--- config.mk ---
export PLATFORM = sky130hd
export DESIGN_NAME = pstb_bank
export DESIGN_NICKNAME = d
export VERILOG_FILES = /design/src/rtl/pstb_pkg.sv /design/src/rtl/pstb_bank.sv /design/src/rtl/pstb_sticky.sv
export VERILOG_INCLUDE_DIRS = /design/src /design/src/rtl
export SDC_FILE = /design/constraint.sdc
export NUM_CORES = 1
export LEC_CHECK = 0
export BUFFER_PORTS_ARGS = -buffer_cell sky130_fd_sc_hd__buf_2
export CORE_AREA = 4 4 162 164
export DETAILED_ROUTE_END_ITERATION = 7
export DIE_AREA = 0 0 166 168
export RECOVER_POWER = 100
export SLEW_MARGIN = 0
export SYNTH_ARGS = -nofsm -noshare
export SYNTH_HDL_FRONTEND = slang
export SYNTH_SLANG_ARGS = --single-unit
--- constraint.sdc ---
create_clock -name mclk -period 6.1 [get_ports mclk]
set_input_delay 0.305 -clock mclk [delete_from_list [all_inputs] [get_ports mclk]]
set_output_delay 0.305 -clock mclk [all_outputs]
set_load 0.01 [all_outputs]
--- src/rtl/pstb_regs.svh ---
// Command codes, bit positions and reset values of the status/telemetry bank
`ifndef PSTB_REGS_SVH
`define PSTB_REGS_SVH

// ************************************************************
// Command codes
// ************************************************************
`define PSTB_CMD_THERMAL_SUM 8'h7D
`define PSTB_CMD_COMM_SUM 8'h7E
`define PSTB_CMD_VENDOR_SUM 8'h80
`define PSTB_CMD_VIN 8'h88
`define PSTB_CMD_IIN 8'h89
`define PSTB_CMD_VOUT 8'h8B
`define PSTB_CMD_IOUT 8'h8C
`define PSTB_CMD_TEMP 8'h8D

// ************************************************************
// Thermal summary bit positions
// ************************************************************
`define PSTB_TS_OT_FAULT 7
`define PSTB_TS_OT_WARN 6
`define PSTB_TS_UT_FAULT 4

// ************************************************************
// Communication/logic summary bit positions
// ************************************************************
`define PSTB_CS_BAD_CMD 7
`define PSTB_CS_BAD_DATA 6
`define PSTB_CS_PEC_ERR 5
`define PSTB_CS_MEM_FAULT 4
`define PSTB_CS_CPU_FAULT 3
`define PSTB_CS_OTHER_COMM 1
`define PSTB_CS_OTHER_LOGIC 0

// ************************************************************
// Vendor summary and status word bit positions
// ************************************************************
`define PSTB_VS_OTP_FULL 1
`define PSTB_SW_TEMPERATURE 2
`define PSTB_SW_COMM 1

// ************************************************************
// Reset values
// ************************************************************
`define PSTB_STATUS_RST 8'h00
`define PSTB_READ_RST 16'h0000
`define PSTB_ERR_BYTE 8'h00

`endif

--- src/rtl/pstb_pkg.sv ---
// Types shared by the status/telemetry bank modules
`default_nettype none

package pstb_pkg;

  // Command as handed over by the bus transport
  typedef struct packed {
    logic [7:0] code;
    logic write;
    logic [3:0] page;
  } pstb_cmd_t;

  typedef struct packed {
    logic ot_fault;
    logic ot_warn;
    logic ut_fault;
  } pstb_thermal_evt_t;

  typedef struct packed {
    logic bad_cmd;
    logic bad_data;
    logic pec_err;
    logic mem_fault;
    logic cpu_fault;
    logic other_comm;
    logic other_logic;
  } pstb_comm_evt_t;

  typedef enum logic [1:0] {
    PSTB_IDLE,
    PSTB_LOW,
    PSTB_HIGH
  } pstb_state_t;

endpackage

`default_nettype wire

--- src/rtl/pstb_bank.sv ---
// Read-only status and telemetry command bank with byte-stream answers
`include "pstb_regs.svh"
`default_nettype none

module pstb_bank #(
  parameter int NUM_OUTPUTS = 2
) (
  input wire logic mclk,
  input wire logic sys_rst,
  input wire logic cmd_valid,
  input wire pstb_pkg::pstb_cmd_t cmd,
  output logic cmd_ready,
  output logic rsp_valid,
  output logic [7:0] rsp_data,
  output logic rsp_last,
  output logic rsp_error,
  input wire logic rsp_ready,
  input wire logic clear_faults,
  input wire pstb_pkg::pstb_thermal_evt_t thermal_evt,
  input wire pstb_pkg::pstb_comm_evt_t comm_evt,
  input wire logic otp_full,
  input wire logic meas_strobe,
  input wire logic [15:0] vin_meas,
  input wire logic [15:0] iin_meas,
  input wire logic [NUM_OUTPUTS*16-1:0] vout_meas,
  input wire logic [NUM_OUTPUTS*16-1:0] iout_meas,
  input wire logic [NUM_OUTPUTS*16-1:0] temp_meas,
  output logic status_word_temp,
  output logic status_word_comm
);

  localparam int PAGE_W = (NUM_OUTPUTS > 1) ? $clog2(NUM_OUTPUTS) : 1;
  localparam logic [3:0] PAGE_LIMIT = 4'(NUM_OUTPUTS);

  generate
    if (NUM_OUTPUTS < 1 || NUM_OUTPUTS > 15) begin : g_bad
      $error("pstb_bank serves between 1 and 15 outputs");
    end
  endgenerate

  // ************************************************************
  // Sticky fault summaries
  // ************************************************************
  logic [2:0] thermal_set;
  logic [2:0] thermal_q;
  logic [6:0] comm_set;
  logic [6:0] comm_q;
  logic own_bad_cmd;
  logic own_bad_data;

  // Fault and warning latch on their own bits, so a warning is kept after its event ends; clear_faults clears both
  assign thermal_set = {thermal_evt.ot_fault, thermal_evt.ot_warn,
                        thermal_evt.ut_fault};

  assign comm_set = {comm_evt.bad_cmd | own_bad_cmd,
                     comm_evt.bad_data | own_bad_data,
                     comm_evt.pec_err,
                     comm_evt.mem_fault, comm_evt.cpu_fault,
                     comm_evt.other_comm,
                     comm_evt.other_logic};

  pstb_sticky #(
    .WIDTH(3)
  ) u_thermal (
    .mclk(mclk),
    .sys_rst(sys_rst),
    .set(thermal_set),
    .clr(clear_faults),
    .q(thermal_q)
  );

  pstb_sticky #(
    .WIDTH(7)
  ) u_comm (
    .mclk(mclk),
    .sys_rst(sys_rst),
    .set(comm_set),
    .clr(clear_faults),
    .q(comm_q)
  );

  // ************************************************************
  // Summary bytes as answered
  // ************************************************************
  logic [7:0] thermal_byte;
  logic [7:0] comm_byte;
  logic [7:0] vendor_byte;
  logic otp_full_q;
  logic next_otp_full;

  always_comb begin
    thermal_byte = `PSTB_STATUS_RST;
    thermal_byte[`PSTB_TS_OT_FAULT] = thermal_q[2];
    thermal_byte[`PSTB_TS_OT_WARN] = thermal_q[1];
    thermal_byte[`PSTB_TS_UT_FAULT] = thermal_q[0];
  end

  always_comb begin
    comm_byte = `PSTB_STATUS_RST;
    comm_byte[`PSTB_CS_BAD_CMD] = comm_q[6];
    comm_byte[`PSTB_CS_BAD_DATA] = comm_q[5];
    comm_byte[`PSTB_CS_PEC_ERR] = comm_q[4];
    comm_byte[`PSTB_CS_MEM_FAULT] = comm_q[3];
    comm_byte[`PSTB_CS_CPU_FAULT] = comm_q[2];
    comm_byte[`PSTB_CS_OTHER_COMM] = comm_q[1];
    comm_byte[`PSTB_CS_OTHER_LOGIC] = comm_q[0];
  end

  // Store-full is a state of the store, not an event, so it follows the input
  always_comb begin
    next_otp_full = otp_full;
    vendor_byte = `PSTB_STATUS_RST;
    vendor_byte[`PSTB_VS_OTP_FULL] = otp_full_q;
  end

  always_ff @(posedge mclk or posedge sys_rst) begin
    if (sys_rst) begin
      otp_full_q <= 1'b0;
    end else begin
      otp_full_q <= next_otp_full;
    end
  end

  // ************************************************************
  // Status word summary bits
  // ************************************************************
  logic next_status_word_temp;
  logic next_status_word_comm;

  always_comb begin
    next_status_word_temp = |thermal_q;
    next_status_word_comm = |comm_q;
  end

  always_ff @(posedge mclk or posedge sys_rst) begin
    if (sys_rst) begin
      status_word_temp <= 1'b0;
      status_word_comm <= 1'b0;
    end else begin
      status_word_temp <= next_status_word_temp;
      status_word_comm <= next_status_word_comm;
    end
  end

  // ************************************************************
  // Telemetry holding registers
  // ************************************************************
  // Snapshots keep both bytes of a word from one conversion
  logic [15:0] vin_q;
  logic [15:0] iin_q;
  logic [15:0] vout_mem [NUM_OUTPUTS];
  logic [15:0] iout_mem [NUM_OUTPUTS];
  logic [15:0] temp_mem [NUM_OUTPUTS];
  logic [15:0] next_vin;
  logic [15:0] next_iin;
  logic [15:0] next_vout [NUM_OUTPUTS];
  logic [15:0] next_iout [NUM_OUTPUTS];
  logic [15:0] next_temp [NUM_OUTPUTS];

  always_comb begin
    next_vin = meas_strobe ? vin_meas : vin_q;
    next_iin = meas_strobe ? iin_meas : iin_q;
    for (int p = 0; p < NUM_OUTPUTS; p++) begin
      next_vout[p] = meas_strobe ? vout_meas[p*16 +: 16] : vout_mem[p];
      next_iout[p] = meas_strobe ? iout_meas[p*16 +: 16] : iout_mem[p];
      next_temp[p] = meas_strobe ? temp_meas[p*16 +: 16] : temp_mem[p];
    end
  end

  always_ff @(posedge mclk or posedge sys_rst) begin
    if (sys_rst) begin
      vin_q <= `PSTB_READ_RST;
      iin_q <= `PSTB_READ_RST;
      for (int p = 0; p < NUM_OUTPUTS; p++) begin
        vout_mem[p] <= `PSTB_READ_RST;
        iout_mem[p] <= `PSTB_READ_RST;
        temp_mem[p] <= `PSTB_READ_RST;
      end
    end else begin
      vin_q <= next_vin;
      iin_q <= next_iin;
      for (int p = 0; p < NUM_OUTPUTS; p++) begin
        vout_mem[p] <= next_vout[p];
        iout_mem[p] <= next_iout[p];
        temp_mem[p] <= next_temp[p];
      end
    end
  end

  // ************************************************************
  // Command decode
  // ************************************************************
  logic [15:0] dec_word;
  logic dec_is_word;
  logic dec_known;
  logic dec_paged;
  logic page_ok;
  logic [PAGE_W-1:0] page_idx;

  always_comb begin
    page_ok = cmd.page < PAGE_LIMIT;
    page_idx = page_ok ? cmd.page[PAGE_W-1:0] : '0;
    dec_word = `PSTB_READ_RST;
    dec_is_word = 1'b0;
    dec_known = 1'b1;
    dec_paged = 1'b0;
    case (cmd.code)
      `PSTB_CMD_THERMAL_SUM: begin
        dec_word = {8'h00, thermal_byte};
      end
      `PSTB_CMD_COMM_SUM: begin
        dec_word = {8'h00, comm_byte};
      end
      `PSTB_CMD_VENDOR_SUM: begin
        dec_word = {8'h00, vendor_byte};
      end
      `PSTB_CMD_VIN: begin
        dec_word = vin_q;
        dec_is_word = 1'b1;
      end
      `PSTB_CMD_IIN: begin
        dec_word = iin_q;
        dec_is_word = 1'b1;
      end
      `PSTB_CMD_VOUT: begin
        dec_word = vout_mem[page_idx];
        dec_is_word = 1'b1;
        dec_paged = 1'b1;
      end
      `PSTB_CMD_IOUT: begin
        dec_word = iout_mem[page_idx];
        dec_is_word = 1'b1;
        dec_paged = 1'b1;
      end
      `PSTB_CMD_TEMP: begin
        dec_word = temp_mem[page_idx];
        dec_is_word = 1'b1;
        dec_paged = 1'b1;
      end
      default: begin
        dec_known = 1'b0;
      end
    endcase
  end

  // ************************************************************
  // Answer sequencer
  // ************************************************************
  pstb_pkg::pstb_state_t state;
  pstb_pkg::pstb_state_t next_state;
  logic [7:0] high_q;
  logic [7:0] next_high;
  logic next_cmd_ready;
  logic next_rsp_valid;
  logic [7:0] next_rsp_data;
  logic next_rsp_last;
  logic next_rsp_error;
  logic take;
  logic bad_request;

  assign take = cmd_valid & cmd_ready;
  // A write is refused and touches no stored value but the bad-command sticky bit
  assign bad_request = cmd.write | ~dec_known | (dec_paged & ~page_ok);
  assign own_bad_cmd = take & (cmd.write | ~dec_known);
  assign own_bad_data = take & ~cmd.write & dec_known & dec_paged & ~page_ok;

  always_comb begin
    next_state = state;
    next_high = high_q;
    next_rsp_valid = rsp_valid;
    next_rsp_data = rsp_data;
    next_rsp_last = rsp_last;
    next_rsp_error = rsp_error;
    case (state)
      pstb_pkg::PSTB_IDLE: begin
        if (take) begin
          next_state = pstb_pkg::PSTB_LOW;
          next_rsp_valid = 1'b1;
          if (bad_request) begin
            next_rsp_data = `PSTB_ERR_BYTE;
            next_rsp_last = 1'b1;
            next_rsp_error = 1'b1;
            next_high = 8'h00;
          end else begin
            // Low byte goes first; the high byte waits in high_q
            next_rsp_data = dec_word[7:0];
            next_rsp_last = ~dec_is_word;
            next_rsp_error = 1'b0;
            next_high = dec_word[15:8];
          end
        end
      end
      pstb_pkg::PSTB_LOW: begin
        if (rsp_ready) begin
          if (rsp_last) begin
            next_state = pstb_pkg::PSTB_IDLE;
            next_rsp_valid = 1'b0;
            next_rsp_last = 1'b0;
            next_rsp_error = 1'b0;
            next_rsp_data = 8'h00;
          end else begin
            next_state = pstb_pkg::PSTB_HIGH;
            next_rsp_data = high_q;
            next_rsp_last = 1'b1;
          end
        end
      end
      pstb_pkg::PSTB_HIGH: begin
        if (rsp_ready) begin
          next_state = pstb_pkg::PSTB_IDLE;
          next_rsp_valid = 1'b0;
          next_rsp_last = 1'b0;
          next_rsp_data = 8'h00;
        end
      end
      default: begin
        next_state = pstb_pkg::PSTB_IDLE;
        next_rsp_valid = 1'b0;
        next_rsp_last = 1'b0;
        next_rsp_error = 1'b0;
        next_rsp_data = 8'h00;
      end
    endcase
    next_cmd_ready = next_state == pstb_pkg::PSTB_IDLE;
  end

  always_ff @(posedge mclk or posedge sys_rst) begin
    if (sys_rst) begin
      state <= pstb_pkg::PSTB_IDLE;
      high_q <= 8'h00;
      cmd_ready <= 1'b1;
      rsp_valid <= 1'b0;
      rsp_data <= 8'h00;
      rsp_last <= 1'b0;
      rsp_error <= 1'b0;
    end else begin
      state <= next_state;
      high_q <= next_high;
      cmd_ready <= next_cmd_ready;
      rsp_valid <= next_rsp_valid;
      rsp_data <= next_rsp_data;
      rsp_last <= next_rsp_last;
      rsp_error <= next_rsp_error;
    end
  end

endmodule

`default_nettype wire

--- src/rtl/pstb_sticky.sv ---
// Vector of sticky status bits: set by events, cleared together, set wins
`default_nettype none

module pstb_sticky #(
  parameter int WIDTH = 8
) (
  input wire logic mclk,
  input wire logic sys_rst,
  input wire logic [WIDTH-1:0] set,
  input wire logic clr,
  output logic [WIDTH-1:0] q
);

  generate
    if (WIDTH < 1) begin : g_bad
      $error("pstb_sticky needs WIDTH of at least 1");
    end
  endgenerate

  genvar i;
  generate
    for (i = 0; i < WIDTH; i++) begin : g_bit
      logic next_q;
      // An event in the clearing cycle survives the clear
      always_comb begin
        next_q = set[i] | (q[i] & ~clr);
      end
      always_ff @(posedge mclk or posedge sys_rst) begin
        if (sys_rst) begin
          q[i] <= 1'b0;
        end else begin
          q[i] <= next_q;
        end
      end
    end
  endgenerate

endmodule

`default_nettype wire

==> qor.csv, run 1 <==
stage,metric,value,unit
placement,hpwl,15800,microns
routing,wl_per_cell,19.4,microns
routing,wl,21700,microns
timing,tns,0,ns
floorplan,dieWidth,166,microns
cells_and_area,fillCellCount,2479,
routing,drtIter0Drc,361,
yosys,synth_edf_count,0,
global_routing,antenna_found_initial,2,
worst_setup_path,crit_type,in -> async,
timing,clock.fmax,278,MHz
worst_setup_path,worstPathArrival,4.06,ns
global_routing,grt.overflow.total,0,
status,violations,"max-capacitance violations, max-slew violations",
floorplan,die_area,27900,sq um
worst_setup_path,worstSetupStartpointType,primary input,
floorplan,initial_utilization,29.6,%
worst_setup_path,r2r_start,cmd_ready$_DFF_PP1_,
timing,relSlewSlack,-217,%
floorplan,chipHeight,168,microns
cts,post_cts_buffers,0,
routing,viasPerCell,4.85,
yosys,ys.flop_type,dfrtp_1,
worst_setup_path,cp.required,6.57,ns
floorplan,placeableCoreArea,24900,sq um
cts,cts_tree,yes,
floorplan,ioPinCount,172,
pwr,power_density,303,nW/um^2
cells_and_area,multi_input_area,3090,sq um
timing,rsz0062_at_grt,no,
cells_and_area,drive_gt1_share,41.7,%
yosys,synth-seq-cells,163,
pwr,power_leakage,4.04,nW
cells_and_area,final_cell_mix,"162 x dfrtp_1, 155 x buf_2, 129 x mux2_2",
yosys,syn_area_per_cell,11.9,sq um
timing,fin_crit,3.59,ns
cells_and_area,fin_nets,932,
timing,fin_ws,2.51,ns
yosys,yosysWarnings,0,
routing,firstDrtPassIters,4,
cts,cts-htree-levels,4,
cts,cts-root-buf,clkbuf_16,
routing,postRouteAntennaNets,0,
timing,hold_viol,0,
cts,cts.sink_count,163,
flow_run,maxCapViolations,3,
placement,place_ws,3.00,ns
hold_path,hold_end,u_thermal.q[0]$_DFF_PP0_,
status,status,"complete, but fails checks",
timing,maxSlewViolCount,189,
cts,numCtsBuffers,17,
global_routing,grt_use_total,15.6,%
yosys,syn_area,7360,sq um
yosys,synth_nets,774,
hold_path,hold_class,in -> reg,
worst_setup_path,reg2reg_to,rsp_data[6]$_DFFE_PP0P_,
cts,cts.path.max_buffers,2,
placement,gp_congestion,0.770,
timing,tightest_slew,4.72,ns
cells_and_area,area_growth,23.8,%
worst_setup_path,path_max_fanout,105,
worst_setup_path,rrSetupSlack,3.71,ns
yosys,postSynthCellCount,616,
routing,drc,0,
floorplan,fp-row-count,58,
global_routing,grt_max_degree,106,
cts,clk_latency,0.43,ns
placement,port_buffers,171,
yosys,seq_area_frac_synth,55.4,%
hold_path,holdCritStartpoint,thermal_evt[0],
routing,num_vias,5419,
cells_and_area,seqCellArea,4080,sq um
yosys,ys_types,47,
timing,clock_skew,0.0118,ns
cts,path_clk_slew,0.06,ns
worst_setup_path,reg2reg_depth,4,
cells_and_area,mostFrequentLayoutCell,dfrtp_1,
timing,setup_viol,0,
timing,period_share,58.9,%
worst_setup_path,critPathCaptureType,asynchronous set/reset pin,
hold_path,hold_path_depth,2,
global_routing,grt_pass1_vias,5615,
global_routing,grt_pass1_wl,33100,microns
pwr,ir_drop,153,uV
yosys,async_flop_share,100,%
## cells by family (layout without fill, tap and decap cells)
family,after synthesis,count (layout),share of synthesized area (%)
flip-flops,163,163,55.4
other,0,1,0
buffers and inverters,44,214,2.52
multiplexers,157,157,23.6
AND/OR/NAND/NOR,148,148,9.28
AO/OA/AOI/OAI,104,104,9.20
## metrics by stage
step                      area [sq um]  hold slack (ns)  utilization [%]  instances  total power (W)
after detailed placement          8520            0.417             34.2       1084          0.00167
after floorplan                   7360            0.336                -        616          0.00150
final                             9110           0.0559             36.6       1117          0.00276
after global routing              9110           0.0431             36.6       1117          0.00289
after CTS                         9140           0.0346             36.7       1116          0.00279
after global placement            8520            0.414             34.2       1084          0.00166
## worst max-delay path by stage
stage | from | end | cells past startpoint
after floorplan | sys_rst | high_q[0]$_DFFE_PP0P_ | 1
after global placement | cmd[10] | rsp_data[3]$_DFFE_PP0P_ | 6
after detailed placement | cmd[10] | rsp_data[3]$_DFFE_PP0P_ | 6
after CTS | cmd[10] | rsp_data[3]$_DFFE_PP0P_ | 6
after global routing | sys_rst | iin_q[5]$_DFFE_PP0P_ | 3
final | sys_rst | iin_q[8]$_DFFE_PP0P_ | 3
## timing repair
item                                   CTS  global route
endpoints found under the hold margin    1             0
hold buffers                             1             0
resized for setup                        0             0
## synth_stat cells (2+ instances only)
library cell / instances / area share (%)
nor2b_1: 3 / 0.26
a21o_1: 8 / 0.82
nand2_1: 94 / 4.8
buf_1: 3 / 0.15
a211oi_1: 6 / 0.61
nor3_1: 8 / 0.54
inv_1: 5 / 0.26
nand4_1: 2 / 0.17
a22oi_1: 3 / 0.31
o21ai_1: 9 / 0.61
or2_2: 2 / 0.17
nand3_1: 2 / 0.14
o21ai_0: 6 / 0.41
nor4b_1: 3 / 0.36
o221ai_1: 6 / 0.71
buf_2: 4 / 0.27
nor2_1: 12 / 0.61
a2111oi_0: 7 / 0.83
nor4_1: 5 / 0.43
o22ai_1: 14 / 1.2
mux2i_1: 28 / 3.8
buf_6: 2 / 0.31
dfrtp_1: 162 / 55
nand2b_1: 4 / 0.34
clkbuf_1: 29 / 1.5
a21oi_1: 35 / 2.4
mux2_2: 129 / 20
or3_1: 6 / 0.51
## report_power, final
part / internal, W / leakage [nW] / switching [W] / total (W)
combinational: 0.000174 / 1.82 / 0.000202 / 0.000376
sequential: 0.00119 / 1.93 / 0.0000693 / 0.00126
clock: 0.000667 / 0.293 / 0.000452 / 0.00112
total: 0.00203 / 4.04 / 0.000723 / 0.00276
## worst max-delay path: stages
cell and delay [ns]:
buf_2 0.10, clkinvlp_2 2.60, buf_4 0.94
## layer usage
metal  wire [microns]  vias up  GRT usage (%)  part of all wire [%]
met1             9900     2702           21.3                    46
met4              175        2           4.81                  0.81
met5               13        -              0                 0.060
met2            10500      158           24.6                    49
li1                 -     2540              -                     -
met3             1070       17           3.57                   4.9
## state kept, by name, indices dropped and copies added, names as in the netlist, 2 cells and up
register	flops
iin_q	16
iout_mem	32
temp_mem	32
state	2
u_comm.q	7
vin_q	16
vout_mem	32
u_thermal.q	3
rsp_data	8
high_q	8
## layout make-up
cell class	instances	area share (%)
flip-flops and latches	163	44.8
clock buffers	20	5.02
well taps	330	4.53
repair buffers	177	9.70
multi-input cells	409	34.0
diodes	1	0.0275
clock inverters	11	1.69
inverters	6	0.261
(Power assumes the default switching activity.)
==> inputs of run 2 (changes only) <==
clock period = 3.6 ns   (was 6.1 ns; I/O delays follow)
==> run 2 against run 1 <==
  * The run still ends with max-capacitance violations, max-slew violations left
  * Total power grew 71%
  * Setup slack lost 1.7 ns
  * Non-clock buffer count grew 132
  * Clock skew is essentially flat
  * Critical path depth grew 4
  * Sequential power grew 71%
  * Sequential share of layout area shrank 5.5 points
  * Via count grew 10%
  * Hold slack lost 0.044 ns
  * Critical path type is now in -> reg
  * Largest power group unchanged
==> qor.csv, run 2 (same netlist as run 1, synthesis figures left out) <==
stage,metric,value,unit
cells_and_area,top_regs,"iout_mem: 32 flops, temp_mem: 32 flops, vout_mem: 32 flops",
timing,tightest_slew,2.06,ns
global_routing,grt_max_degree,74,
cells_and_area,diodes,0,
pwr,clockPowerShare,39.0,%
timing,fin_ws,0.849,ns
floorplan,chipHeight,168,microns
pwr,p_sw_share,26.8,%
floorplan,die_area,27900,sq um
cts,cts.path.max_buffers,2,
floorplan,initial_utilization,29.6,%
timing,clock.fmax,364,MHz
worst_setup_path,critPathCaptureType,flop,
flow_run,maxCapViolations,3,
routing,firstDrtPassIters,5,
timing,hold_viol,0,
cts,cts.sink_count,163,
routing,drtIter0Drc,349,
worst_setup_path,worstPathArrival,3.02,ns
pwr,power.internal,0.00346,W
worst_setup_path,path_max_fanout,23,
worst_setup_path,cp.required,3.87,ns
pwr,power_density,455,nW/um^2
routing,num_vias,5970,
timing,relSlewSlack,-38.1,%
cells_and_area,area_growth,41.2,%
cells_and_area,final_core_util,41.7,%
cells_and_area,multi_input_area,3090,sq um
cells_and_area,seqCellArea,4080,sq um
cts,cts_tree,yes,
routing,postRouteAntennaNets,0,
routing,drc,0,
status,status,"complete, but fails checks",
floorplan,ioPinCount,172,
cts,clk_latency,0.42,ns
cts,numCtsBuffers,17,
cells_and_area,fin_nets,1064,
pwr,power_frac_comb,15.5,%
floorplan,dieWidth,166,microns
worst_setup_path,crit_type,in -> reg,
hold_path,hold_class,in -> reg,
routing,viasPerCell,4.78,
routing,wl,23100,microns
pwr,ir_drop,270,uV
timing,setup_viol,0,
timing,period_share,76.4,%
timing,fin_crit,2.75,ns
pwr,power_frac_seq,45.6,%
pwr,p_switching,0.00126,W
placement,place_ws,0.829,ns
timing,rsz0062_at_grt,no,
floorplan,placeableCoreArea,24900,sq um
timing,clock_skew,0.0113,ns
timing,tns,0,ns
cells_and_area,fillCellCount,2382,
worst_setup_path,worstSetupStartpointType,primary input,
pwr,power_leakage,4.58,nW
placement,hpwl,16200,microns
placement,port_buffers,171,
global_routing,grt.overflow.total,0,
global_routing,grt_pass1_vias,6408,
global_routing,grt_pass1_wl,36400,microns
status,violations,"max-capacitance violations, max-slew violations",
cts,path_clk_slew,0.06,ns
timing,maxSlewViolCount,135,
cts,cts-htree-levels,4,
cells_and_area,drive_gt1_share,36.2,%
placement,gp_congestion,0.752,
cells_and_area,mostFrequentLayoutCell,dfrtp_1,
global_routing,grt_use_total,16.8,%
floorplan,fp-row-count,58,
cts,cts-root-buf,clkbuf_16,
cells_and_area,final_cell_mix,"162 x dfrtp_1, 153 x buf_2, 129 x mux2_2",
routing,wl_per_cell,18.5,microns
global_routing,antenna_found_initial,0,
run 2: cell types whose count changed in the layout (fill, tap and decap cells not counted), sizes merged:
cell,change
clkinvlp,+1
dlygate4sd3,+125
bufinv,-1
inv,+4
clkbuf,+5
buf,+1
diode,-1
clkinv,-2
run 2: area by class of cell:
type / instances / share of cell area [%]
well taps: 330 / 3.97
multi-input cells: 409 / 29.8
clock inverters: 13 / 1.43
flip-flops and latches: 163 / 39.3
repair buffers: 309 / 21.1
inverters: 6 / 0.229
clock buffers: 19 / 4.26
run 2: power by group through the flow:
stage	Clock (W)	Combinational (W)	Sequential (W)
after floorplan	0	0.000400	0.00214
after global placement	0	0.000626	0.00218
after detailed placement	0	0.000636	0.00219
after CTS	0.00188	0.000746	0.00215
after global routing	0.00196	0.000814	0.00218
final	0.00184	0.000731	0.00215
run 2: routing by layer:
| layer | share of wire (%) | vias to the layer above | GRT usage (%) |
|---|---|---|---|
| li1 | - | 2806 | - |
| met4 | 2.0 | 0 | 4.81 |
| met5 | 0 | - | 0 |
| met1 | 45 | 2971 | 22.4 |
| met3 | 4.1 | 28 | 3.73 |
| met2 | 49 | 165 | 27.8 |
run 2: stage by stage:
| step | instance area [sq um] | hold WS [ns] | cells | power (W) |
|---|---|---|---|---|
| final | 10400 | 0.0116 | 1249 | 0.00472 |
| after global routing | 10400 | 0.00225 | 1249 | 0.00495 |
| after CTS | 10400 | 0.000679 | 1248 | 0.00478 |
| after detailed placement | 8600 | 0.290 | 1091 | 0.00282 |
| after global placement | 8600 | 0.291 | 1091 | 0.00281 |
| after floorplan | 7360 | 0.211 | 616 | 0.00254 |
run 2: critical path: stages:
cell       delay, ns
clkbuf_1        1.09
or2_2           0.27
a211oi_1        0.07
a2111oi_0       0.37
clkbuf_1        0.26
or3_1           0.54
o221ai_1        0.22
run 2: worst paths after layout:
kind | slack, ns | startpoint | depth (start not counted) | endpoint
setup / recovery | 0.85 | cmd[5] | 7 | rsp_data[6]$_DFFE_PP0P_
hold / removal | 0.01 | temp_meas[4] | 2 | temp_mem[20]$_DFFE_PP0P_
setup reg to reg | 1.26 | cmd_ready$_DFF_PP1_ | 4 | rsp_data[6]$_DFFE_PP0P_
hold reg to reg | 0.48 | high_q[2]$_DFFE_PP0P_ | 2 | high_q[2]$_DFFE_PP0P_
max in group asynchronous | 1.37 | sys_rst | 3 | vout_mem[14]$_DFFE_PP0P_
min in group asynchronous | 0.28 | sys_rst | 2 | high_q[7]$_DFFE_PP0P_
run 2: timing repair:
item                      CTS  global route
hold endpoints to repair  124             1
hold buffers              125             1
buffers inserted            0             0
resized for setup           0             0
